File: src/rtl/lcd_pwr_pkg.sv
package lcd_pwr_pkg;

  // ----------------------------------------------------------------
  // Register map (byte addresses)
  // ----------------------------------------------------------------
  localparam logic [7:0] power_save_control_addr = 8'h00;
  localparam logic [7:0] status_addr             = 8'h04;
  localparam logic [7:0] panel_config_addr       = 8'h08;
  localparam logic [7:0] gpio_out_addr           = 8'h0C;
  localparam logic [7:0] lut_base_addr           = 8'h40;
  localparam logic [7:0] frame_len_addr          = 8'h10;
  localparam logic [7:0] mem_window_addr         = 8'h80;

  // ----------------------------------------------------------------
  // Field positions and reset values
  // ----------------------------------------------------------------
  localparam int         ps_bits_lsb      = 0;
  localparam logic [1:0] ps_normal        = 2'h3;
  localparam logic [1:0] ps_soft          = 2'h0;
  localparam logic [1:0] ps_reset_value   = 2'h0;
  localparam int         cfg_hwps_en_bit  = 0;
  localparam int         cfg_gpio_sel_bit = 1;
  localparam logic [1:0] cfg_reset_value  = 2'h0;
  localparam logic [3:0] gpio_reset_value = 4'h0;
  localparam logic [15:0] frame_len_reset = 16'h0100;

  // ----------------------------------------------------------------
  // Timing and table depths
  // ----------------------------------------------------------------
  localparam logic [7:0] seq_frames       = 8'd127;
  localparam int         lut_words        = 16;
  localparam int         mem_words        = 16;

  typedef enum logic [2:0] {
    st_off,
    st_power_up,
    st_on,
    st_power_down
  } seq_state_e;

  typedef enum logic [1:0] {
    mode_normal,
    mode_soft_save,
    mode_hard_save,
    mode_reserved
  } save_mode_e;

  typedef struct packed {
    logic [11:0] data;
    logic        shift_clock;
    logic        line;
    logic        frame;
    logic        enable;
    logic        power;
  } panel_s;

endpackage

File: src/rtl/lcd_power_save_sequencer.sv
`timescale 1ns/1ps
`default_nettype none

// How it works
// - Hardware save pin wins; else bits 00 soft save, 11 normal, else reserved
// - Soft save powers panel down and halts refresh reads
// - Soft save still serves host register and memory accesses
// - Hardware save blocks all host access and buffer reads
// - Lookup table reachable only in normal operation
// - Hard save drives panel outputs low at once, soft save after power-down; power enable inactive in both
// - Upper data pins set as GPIO keep their level during save
// - After reset panel power inactive and outputs low until power-up
// - Writing 11 to save bits starts the panel power-up sequence
// - Power-up and soft save power-down delay is 127 frames; hard save powers down at once
// - Entering soft save powers down, leaving it for normal powers up
module lcd_power_save_sequencer
  import lcd_pwr_pkg::*;
#(
  parameter int lut_depth = lut_words,
  parameter int mem_depth = mem_words
)
(
  input  wire logic        hclk,
  input  wire logic        hresetn,
  input  wire logic        hsel,
  input  wire logic [31:0] haddr,
  input  wire logic [1:0]  htrans,
  input  wire logic        hwrite,
  input  wire logic [2:0]  hsize,
  input  wire logic [31:0] hwdata,
  input  wire logic        hready,
  output logic             hreadyout,
  output logic             hresp,
  output logic [31:0]      hrdata,
  input  wire logic        hw_power_save,
  output logic [11:0]      panel_data_bus,
  output logic             panel_shift_clock,
  output logic             line_pulse,
  output logic             frame_pulse,
  output logic             display_enable_out,
  output logic             panel_power_enable,
  output logic             refresh_active,
  output logic             save_mode_clock_ok
);

  // ----------------------------------------------------------------
  // State
  // ----------------------------------------------------------------
  typedef struct packed {
    logic [1:0]            ps_bits;
    logic [1:0]            cfg;
    logic [3:0]            gpio;
    logic [15:0]           frame_len;
    seq_state_e            seq;
    logic [7:0]            seq_cnt;
    logic [15:0]           pix_cnt;
    logic [7:0]            save_frames;
    logic                  dp_valid;
    logic                  dp_write;
    logic [7:0]            dp_addr;
    logic [31:0]           rdata;
    panel_s                pan;
    logic [lut_depth-1:0][31:0] color_lookup_table;
    logic [mem_depth-1:0][31:0] mem;
  } state_s;

  state_s state_reg;
  state_s state_next;
  save_mode_e mode;
  logic frame_tick;
  logic lut_hit;
  logic mem_hit;
  logic host_ok;

  function automatic logic in_range(input logic [7:0] a,
                                    input logic [7:0] base,
                                    input int         words);
    in_range = (a >= base) && (a < 8'(int'(base) + 4 * words));
  endfunction

  function automatic logic [3:0] word_index(input logic [7:0] a,
                                            input logic [7:0] base);
    logic [7:0] off;
    off = a - base;
    word_index = off[5:2];
  endfunction

  // ----------------------------------------------------------------
  // Mode decode
  // ----------------------------------------------------------------
  always_comb
  begin
    if (state_reg.cfg[cfg_hwps_en_bit] && hw_power_save)
      mode = mode_hard_save;
    else if (state_reg.ps_bits == ps_normal)
      mode = mode_normal;
    else if (state_reg.ps_bits == ps_soft)
      mode = mode_soft_save;
    else
      mode = mode_reserved;
  end

  assign host_ok   = (mode != mode_hard_save);
  assign frame_tick = (state_reg.pix_cnt == state_reg.frame_len);
  assign lut_hit   = in_range(state_reg.dp_addr, lut_base_addr, lut_depth);
  assign mem_hit   = in_range(state_reg.dp_addr, mem_window_addr, mem_depth);

  // ----------------------------------------------------------------
  // Next state
  // ----------------------------------------------------------------
  always_comb
  begin
    logic run;
    run = 1'b0;
    state_next = state_reg;
    state_next.rdata = 32'h0000_0000;

    // Address phase capture
    state_next.dp_valid = hsel && hready && htrans[1] && host_ok;
    state_next.dp_write = hwrite;
    state_next.dp_addr  = haddr[7:0];

    // ------------------------------------------------------------
    // Host data phase
    // ------------------------------------------------------------
    if (state_reg.dp_valid)
    begin
      if (state_reg.dp_write)
      begin
        // registers and memory serve in soft save
        if (state_reg.dp_addr == power_save_control_addr)
          state_next.ps_bits = hwdata[ps_bits_lsb +: 2];
        else if (state_reg.dp_addr == panel_config_addr)
          state_next.cfg = hwdata[1:0];
        else if (state_reg.dp_addr == gpio_out_addr)
          state_next.gpio = hwdata[3:0];
        else if (state_reg.dp_addr == frame_len_addr)
          state_next.frame_len = hwdata[15:0];
        else if (lut_hit && mode == mode_normal)
          state_next.color_lookup_table[word_index(state_reg.dp_addr, lut_base_addr)]
            = hwdata;
        else if (mem_hit)
          state_next.mem[word_index(state_reg.dp_addr, mem_window_addr)]
            = hwdata;
      end
    end
    // ------------------------------------------------------------
    // Read data, registered to stand through the data phase
    // ------------------------------------------------------------
    if (state_next.dp_valid && !hwrite)
    begin
      if (haddr[7:0] == power_save_control_addr)
        state_next.rdata = {30'h0, state_reg.ps_bits};
      else if (haddr[7:0] == status_addr)
        state_next.rdata = {24'h0,
                            state_reg.save_frames == 8'd128,
                            3'(state_reg.seq),
                            mode,
                            2'h0};
      else if (haddr[7:0] == panel_config_addr)
        state_next.rdata = {30'h0, state_reg.cfg};
      else if (haddr[7:0] == gpio_out_addr)
        state_next.rdata = {28'h0, state_reg.gpio};
      else if (haddr[7:0] == frame_len_addr)
        state_next.rdata = {16'h0, state_reg.frame_len};
      else if (in_range(haddr[7:0], lut_base_addr, lut_depth))
      begin
        if (mode == mode_normal)
          state_next.rdata =
            state_reg.color_lookup_table[word_index(haddr[7:0], lut_base_addr)];
      end
      else if (in_range(haddr[7:0], mem_window_addr, mem_depth))
        state_next.rdata =
          state_reg.mem[word_index(haddr[7:0], mem_window_addr)];
    end

    // ------------------------------------------------------------
    // Frame timing; halted outside normal once the sequencer is in st_off
    // ------------------------------------------------------------
    // refresh stops in save modes once the sequencer reaches st_off
    if (mode == mode_normal || state_reg.seq != st_off)
      state_next.pix_cnt = frame_tick ? 16'h0000 : state_reg.pix_cnt + 16'h1;
    else
      state_next.pix_cnt = 16'h0000;

    // Clock cycles since entering a save mode, saturating at 128, for clock stop hint
    // save mode cycle count
    if (mode == mode_normal)
      state_next.save_frames = 8'h00;
    else if (state_reg.save_frames != 8'd128)
      state_next.save_frames = state_reg.save_frames + 8'h1;

    // ------------------------------------------------------------
    // Panel power sequencer
    // ------------------------------------------------------------
    // power-up on 11b
    case (state_reg.seq)
      st_off:
        if (mode == mode_normal)
        begin
          state_next.seq = st_power_up;
          state_next.seq_cnt = 8'h00;
        end
      st_power_up:
        if (mode != mode_normal)
          state_next.seq = st_off;
        else if (frame_tick)
        begin
          state_next.seq_cnt = state_reg.seq_cnt + 8'h1;
          if (state_reg.seq_cnt + 8'h1 == seq_frames)
            state_next.seq = st_on;
        end
      st_on:
        if (mode != mode_normal)
        begin
          state_next.seq = st_power_down;
          state_next.seq_cnt = 8'h00;
        end
      st_power_down:
        if (frame_tick || mode == mode_hard_save)
        begin
          state_next.seq_cnt = state_reg.seq_cnt + 8'h1;
          if (state_reg.seq_cnt + 8'h1 == seq_frames ||
              mode == mode_hard_save)
            state_next.seq = st_off;
        end
      default:
        state_next.seq = st_off;
    endcase

    // ------------------------------------------------------------
    // Panel drive; signals run from the start of power-up, power last
    // ------------------------------------------------------------
    // St_power_down counts too, so no gap opens as power-down begins
    run = (state_reg.seq == st_on || state_reg.seq == st_power_down ||
           (state_reg.seq == st_power_up && mode == mode_normal)) &&
          mode != mode_hard_save;
    state_next.pan = '0;
    if (run)
    begin
      state_next.pan.shift_clock = ~state_reg.pan.shift_clock;
      state_next.pan.frame  = (state_reg.pix_cnt == 16'h0000);
      state_next.pan.line   = (state_reg.pix_cnt[3:0] == 4'h0);
      state_next.pan.enable = 1'b1;
      state_next.pan.data[7:0] = state_reg.mem[state_reg.pix_cnt[3:0]][7:0];
      state_next.pan.data[11:8] =
        state_reg.mem[state_reg.pix_cnt[3:0]][11:8];
      state_next.pan.power = (state_reg.seq == st_on) &&
                             (mode == mode_normal);
    end
    if (state_reg.cfg[cfg_gpio_sel_bit])
      state_next.pan.data[11:8] = state_reg.gpio;
  end

  // ----------------------------------------------------------------
  // Registers
  // ----------------------------------------------------------------
  always_ff @(posedge hclk or negedge hresetn)
  begin
    if (!hresetn)
    begin
      state_reg           <= '0;
      state_reg.ps_bits   <= ps_reset_value;
      state_reg.cfg       <= cfg_reset_value;
      state_reg.gpio      <= gpio_reset_value;
      state_reg.frame_len <= frame_len_reset;
      state_reg.seq       <= st_off;
    end
    else
      state_reg <= state_next;
  end

  // ----------------------------------------------------------------
  // Outputs
  // ----------------------------------------------------------------
  // Zero wait states: the registered read path never needs a stall
  assign hreadyout          = 1'b1;
  assign hresp              = 1'b0;
  assign hrdata             = state_reg.rdata;
  assign panel_data_bus     = state_reg.pan.data;
  assign panel_shift_clock  = state_reg.pan.shift_clock;
  assign line_pulse         = state_reg.pan.line;
  assign frame_pulse        = state_reg.pan.frame;
  assign display_enable_out = state_reg.pan.enable;
  assign panel_power_enable = state_reg.pan.power;
  assign refresh_active     = (mode == mode_normal);
  assign save_mode_clock_ok = (state_reg.save_frames == 8'd128);

endmodule

`default_nettype wire

File: config.mk
export PLATFORM = sky130hd
export DESIGN_NAME = lcd_power_save_sequencer
export DESIGN_NICKNAME = d
export VERILOG_FILES = /design/src/rtl/lcd_pwr_pkg.sv /design/src/rtl/lcd_power_save_sequencer.sv
export SDC_FILE = /design/constraint.sdc
export NUM_CORES = 2
export LEC_CHECK = 0
export ABC_CLOCK_PERIOD_IN_PS = 4600
export BUFFER_PORTS_ARGS = -buffer_cell sky130_fd_sc_hd__buf_2
export CORE_ASPECT_RATIO = 0.9
export CORE_MARGIN = 4
export CORE_UTILIZATION = 30
export DETAILED_ROUTE_END_ITERATION = 8
export PLACE_DENSITY = 0.55
export SYNTH_ARGS = -nofsm -noshare
export SYNTH_HDL_FRONTEND = slang
export SYNTH_SLANG_ARGS = --single-unit
export TNS_END_PERCENT = 1
File: constraint.sdc
create_clock -name hclk -period 4.6 [get_ports hclk]
set_input_delay 0.46 -clock hclk [delete_from_list [all_inputs] [get_ports hclk]]
set_output_delay 0.46 -clock hclk [all_outputs]
set_load 0.01 [all_outputs]
Word-level counts from Yosys, hierarchy flattened. Cells that the tools add are included.

Add/sub/neg operators: 7. $lt $le $gt $ge: 15. Equal/unequal tests: 25. Mux-type cells: 40. Bitwise operators: 6. Reduce and logical (&&, ||, !) cells: 40.

Operator list (count): 512-bit bitwise mux (2); 32-bit 2-to-1 mux (13); 32-bit binary-select mux with 4-bit select (3); 32-bit demux with 4-bit select (2); 11-bit 2-to-1 mux (4); 8-bit by 4-bit == test with 1-bit output (second input constant) (4); 8-bit < comparator (second input constant) (4); 16-bit 2-to-1 mux (2); 8-bit one-hot mux with 4 select lines (1); 4-bit by 5-bit < comparator with 1-bit output (second input constant) (5); 8-bit 2-to-1 mux (3); 6-bit by 1-bit subtractor with 6-bit output (second input constant) (4); 6-bit AND reduction (3); 17-bit 2-to-1 mux (1); 16-bit by 1-bit adder with 16-bit output (second input constant) (1); 8-bit by 1-bit adder with 8-bit output (second input constant) (2); 16-bit == test (1); 8-bit by 5-bit == test with 1-bit output (second input constant) (2); 8-bit by 7-bit greater-or-equal comparator with 1-bit output (second input constant) (2); 8-bit greater-or-equal comparator (second input constant) (2); 16-bit logical NOT (1); 8-bit logical NOT (2); 1-bit logical AND (15); 2-bit inequality test (second input constant) (7); other kinds (28) (47).

Register bits after elaboration: 1142. Output and inout bits: 53. Word-level logic and storage cells: 183.

Longest topological paths before layout.
Depth in word-level cells: 13. Depth in mapped cells: 10.

Least setup slack after synthesis. OpenSTA, ideal clock, no wires.

Path kind: input port to flip-flop. Start point: input haddr[3]. End point: register state_reg, in the netlist hrdata[10]. Setup time: 130 ps. Data arrival time: 2158 ps. Slack: 2311 ps. Cell stages on the path: 7. Path through: buf_2 -> buf_4 -> buf_1 -> mux4_2 -> mux4_2 -> a221oi_1 -> nor2_1.

RTL lines: start, declared (RTL line lcd_power_save_sequencer.sv:26) `input wire logic [31:0] haddr,`; end signal, assigned (RTL line lcd_power_save_sequencer.sv:270) `state_reg <= state_next;`; end, declared (RTL line lcd_power_save_sequencer.sv:67) `state_s state_reg;`.

Worst setup path after layout.
Start point: register state_reg[1140] (netlist bit). End point: register state_reg[561] (netlist bit).

Cells in the longest elaborated chain, start to end: 7.

RTL lines: 2-bit logical NOT (RTL line lcd_power_save_sequencer.sv:97) `else if (state_reg.ps_bits == ps_soft)`; 2-bit 2-to-1 mux (RTL line lcd_power_save_sequencer.sv:97); 2-bit 2-to-1 mux * (RTL line lcd_power_save_sequencer.sv:95) `else if (state_reg.ps_bits == ps_normal)`; 2-bit 2-to-1 mux * (RTL line lcd_power_save_sequencer.sv:93) `if (state_reg.cfg[cfg_hwps_en_bit] && hw_power_save)`; 2-bit logical NOT * (RTL line lcd_power_save_sequencer.sv:139) `else if (lut_hit && mode == mode_normal)`; 1-bit logical AND * (RTL line lcd_power_save_sequencer.sv:139); 7-bit AND reduction (no line) *.

Mark *: on every way between the ends. The rest lies on a longest branch, timed or not. A chain may end at the register's enable or synchronous reset.

==> reports/results.txt <==
Total Power -> 22100 uW
Worst R2R Setup Slack -> 1240 ps
Post-synth EDFFs -> 0
Ports -> 128
Clock transition at path regs -> 60 ps
Most common cell after layout, fill and taps aside -> dfrtp_1
CTS tree -> done
RSZ-0062 raised after global routing -> no
FFs w/ async S/R, synth -> 100%
Switching portion of total power -> 24.4%
Status -> finished clean
FP Rows -> 146
Worst setup margin -> 1240 ps
Slew @ Worst Pin -> 1070 ps
CTS resizes -> 0
Max reg flops -> 1092
MaxCap Viol Count -> 0
Worst Setup End Kind -> flop
DIE AREA -> 0.184 mm^2
Final count of pins violating max slew -> 0
Setup_tns -> 0 ps
Detailed Place HPWL -> 88.9 mm
Yosys reg bits -> 1141
Clock sink total -> 1141
Area leader, netlist -> dfrtp_1
Post-DRT Antenna Nets -> 0
VDD IR max -> 320 uV
Clk network pwr share -> 46.4%
Via/cell ratio -> 5.13
Post-CTS repair timing setup buffer count -> 0
Syn_nets -> 3495
Clock buffer count from CTS -> 130
Fraction of layout cells with a size suffix above 1 -> 52.3%
Vias in the first global route -> 31700
Largest cells by area after synthesis -> dfrtp_1 (54%), mux2_2 (22%), mux4_2 (15%)
Vias -> 30100
H-tree depth -> 4
Seq/Total Area, Yosys -> 53.7%
Starting DRT DRC Count -> 2175
Port Buffers -> 97
Cell Int Power -> 16700 uW
Remaining DRCs -> 0
PwrDens -> 365 mW/mm^2
Relative slew slack -> 28.4%
Final-stage net count -> 3479
Worst-skew pair later-pin latency -> 770 ps
Root Buffer Master -> clkbuf_16
Initial antenna violation count -> 18
DRT Pass-1 Iters -> 5
Kind of critical path -> flop to flop
Switching power total -> 5390 uW
Cell variety after synth -> 60
Final Setup Violations -> 0
WL/cell -> 25.7 um
Grt total ovfl -> 0
Initial Utilization -> 30.2%
Req. time, crit path -> 5240 ps
Post-Synthesis Cells -> 3412
Reg power frac -> 47.2%
Syn-to-layout area delta -> 14.0%
Synthesized area per cell -> 15.6 um^2
Post-route clock period utilization -> 73.0%
Startpoint Class -> flop
Warnings from Yosys -> 0
Comb pwr share -> 6.4%
Critical Path Fanout Max -> 20
WP data arrival -> 4000 ps
Yosys top cell area share -> 53.6%
Max Freq -> 0.298 GHz
Setup WS pre-CTS -> 1270 ps
Post-Synthesis Cell Area -> 0.0532 mm^2
CTS Buffer Depth -> 3
Die extent in y -> 407 um
Min Tclk post-route -> 3360 ps
Largest net degree at the start of global routing -> 129
Fin. Hold Viols -> 0
Worst Hold Class -> primary input to flop
Fin Clk Skew -> 27.9 ps
Main synth FF type -> dfrtp_1
First-pass GRT wire length -> 224 mm
Chip width -> 452 um
LEAKAGE -> 0.0272 uW
Most frequent cells in the layout -> dfrtp_1 (1138), mux2_2 (1028), mux4_2 (351)
Routed wire length -> 151 mm
GP Congestion -> 0.766
Core Footprint -> 0.176 mm^2
Tot GR Track Use -> 16.3%
## area by class of cell
class	instances	area, um^2
Sequential cell	1141	28600
Timing Repair Buffer	208	1800
Tap cell	2368	2960
Fill cell	17000	115000
Antenna cell	9	22.5
Multi-Input combinational cell	1864	22800
Clock inverter	42	468
Inverter	51	196
Clock buffer	191	3780
## worst max-delay path, stage by stage, from the launching register on
cell and delay (ps):
dfrtp_1 420, ha_1 260, a21boi_4 310, nand3_2 380, or3b_4 590, nor2_4 590, buf_12 290, mux2_2 360
## routing by layer
layer	share of wire, %	up-vias	track usage (%)
li1	-	12600	-
met5	0.023	-	0
met4	2.5	6	4.90
met3	4.3	224	2.69
met2	47	655	25.9
met1	46	16600	22.9
## power by group through the flow
stage | Sequential (uW) | Combinational [uW] | Clock, uW
after floorplan | 10500 | 908 | 0
after global placement | 10600 | 1430 | 0
after detailed placement | 10600 | 1440 | 0
after CTS | 10400 | 1450 | 10600
after global routing | 10500 | 1550 | 11000
final | 10400 | 1420 | 10300
## stage by stage
stage	instances	hold WS (ps)	util (%)	cell area, um^2
3_3_place_gp	5624	416	32.0	56300
5_1_grt	5867	133	34.4	60600
4_1_cts	5865	53.2	34.4	60600
3_5_place_dp	5624	421	32.0	56300
6_report	5874	126	34.4	60600
2_1_floorplan	3412	164	-	53200
## what timing repair did
action	CTS	global route
setup endpoints to repair	0	0
endpoints found under the hold margin	62	0
hold buffers	8	0
## cell families (layout without fill, tap and decap cells)
family / after synthesis / in the layout / synth area share [%]
other: 2 / 11 / 0.0141
buffers and inverters: 407 / 492 / 3.73
XOR/XNOR: 33 / 33 / 0.543
AND/OR/NAND/NOR: 255 / 255 / 2.40
flip-flops: 1141 / 1141 / 53.7
AO/OA/AOI/OAI: 118 / 118 / 1.47
multiplexers: 1448 / 1448 / 38.0
adder cells (fa/ha/maj): 8 / 8 / 0.188
## cells in the mapped netlist (all sizes together), types with 2 or more instances
library cell  number
dfrtp           1140
mux2            1050
mux4             351
buf              220
clkbuf           136
nor2              71
nand2             63
inv               51
mux2i             47
o22ai             31
nand3             30
o21ai             23
xnor2             23
a21oi             17
nor2b             16
nor3              16
a221oi            13
xor2              10
nand4              9
ha                 8
nand2b             7
or2                7
a22o               6
and3               6
nor4               6
or3                6
a31oi              5
a22oi              4
nand3b             4
nor4b              4
a211oi             3
or4                3
a21boi             2
a21o               2
and3b              2
and4               2
conb               2
o211ai             2
o21bai             2
o311ai             2
## worst paths after layout
| check | start | end | cells after the start |
|---|---|---|---|
| worst min register to register | panel_shift_clock | panel_shift_clock | 1 |
| worst min-delay path | hw_power_save | state_reg[1115] | 4 |
| worst max-delay path | state_reg[1140] | state_reg[561] | 7 |
| max in group asynchronous | hresetn | state_reg[882] | 3 |
| min in group asynchronous | hresetn | state_reg[956] | 2 |
| worst max register to register | state_reg[1140] | state_reg[561] | 7 |
No activity file was read; power rests on OpenSTA's default activity.
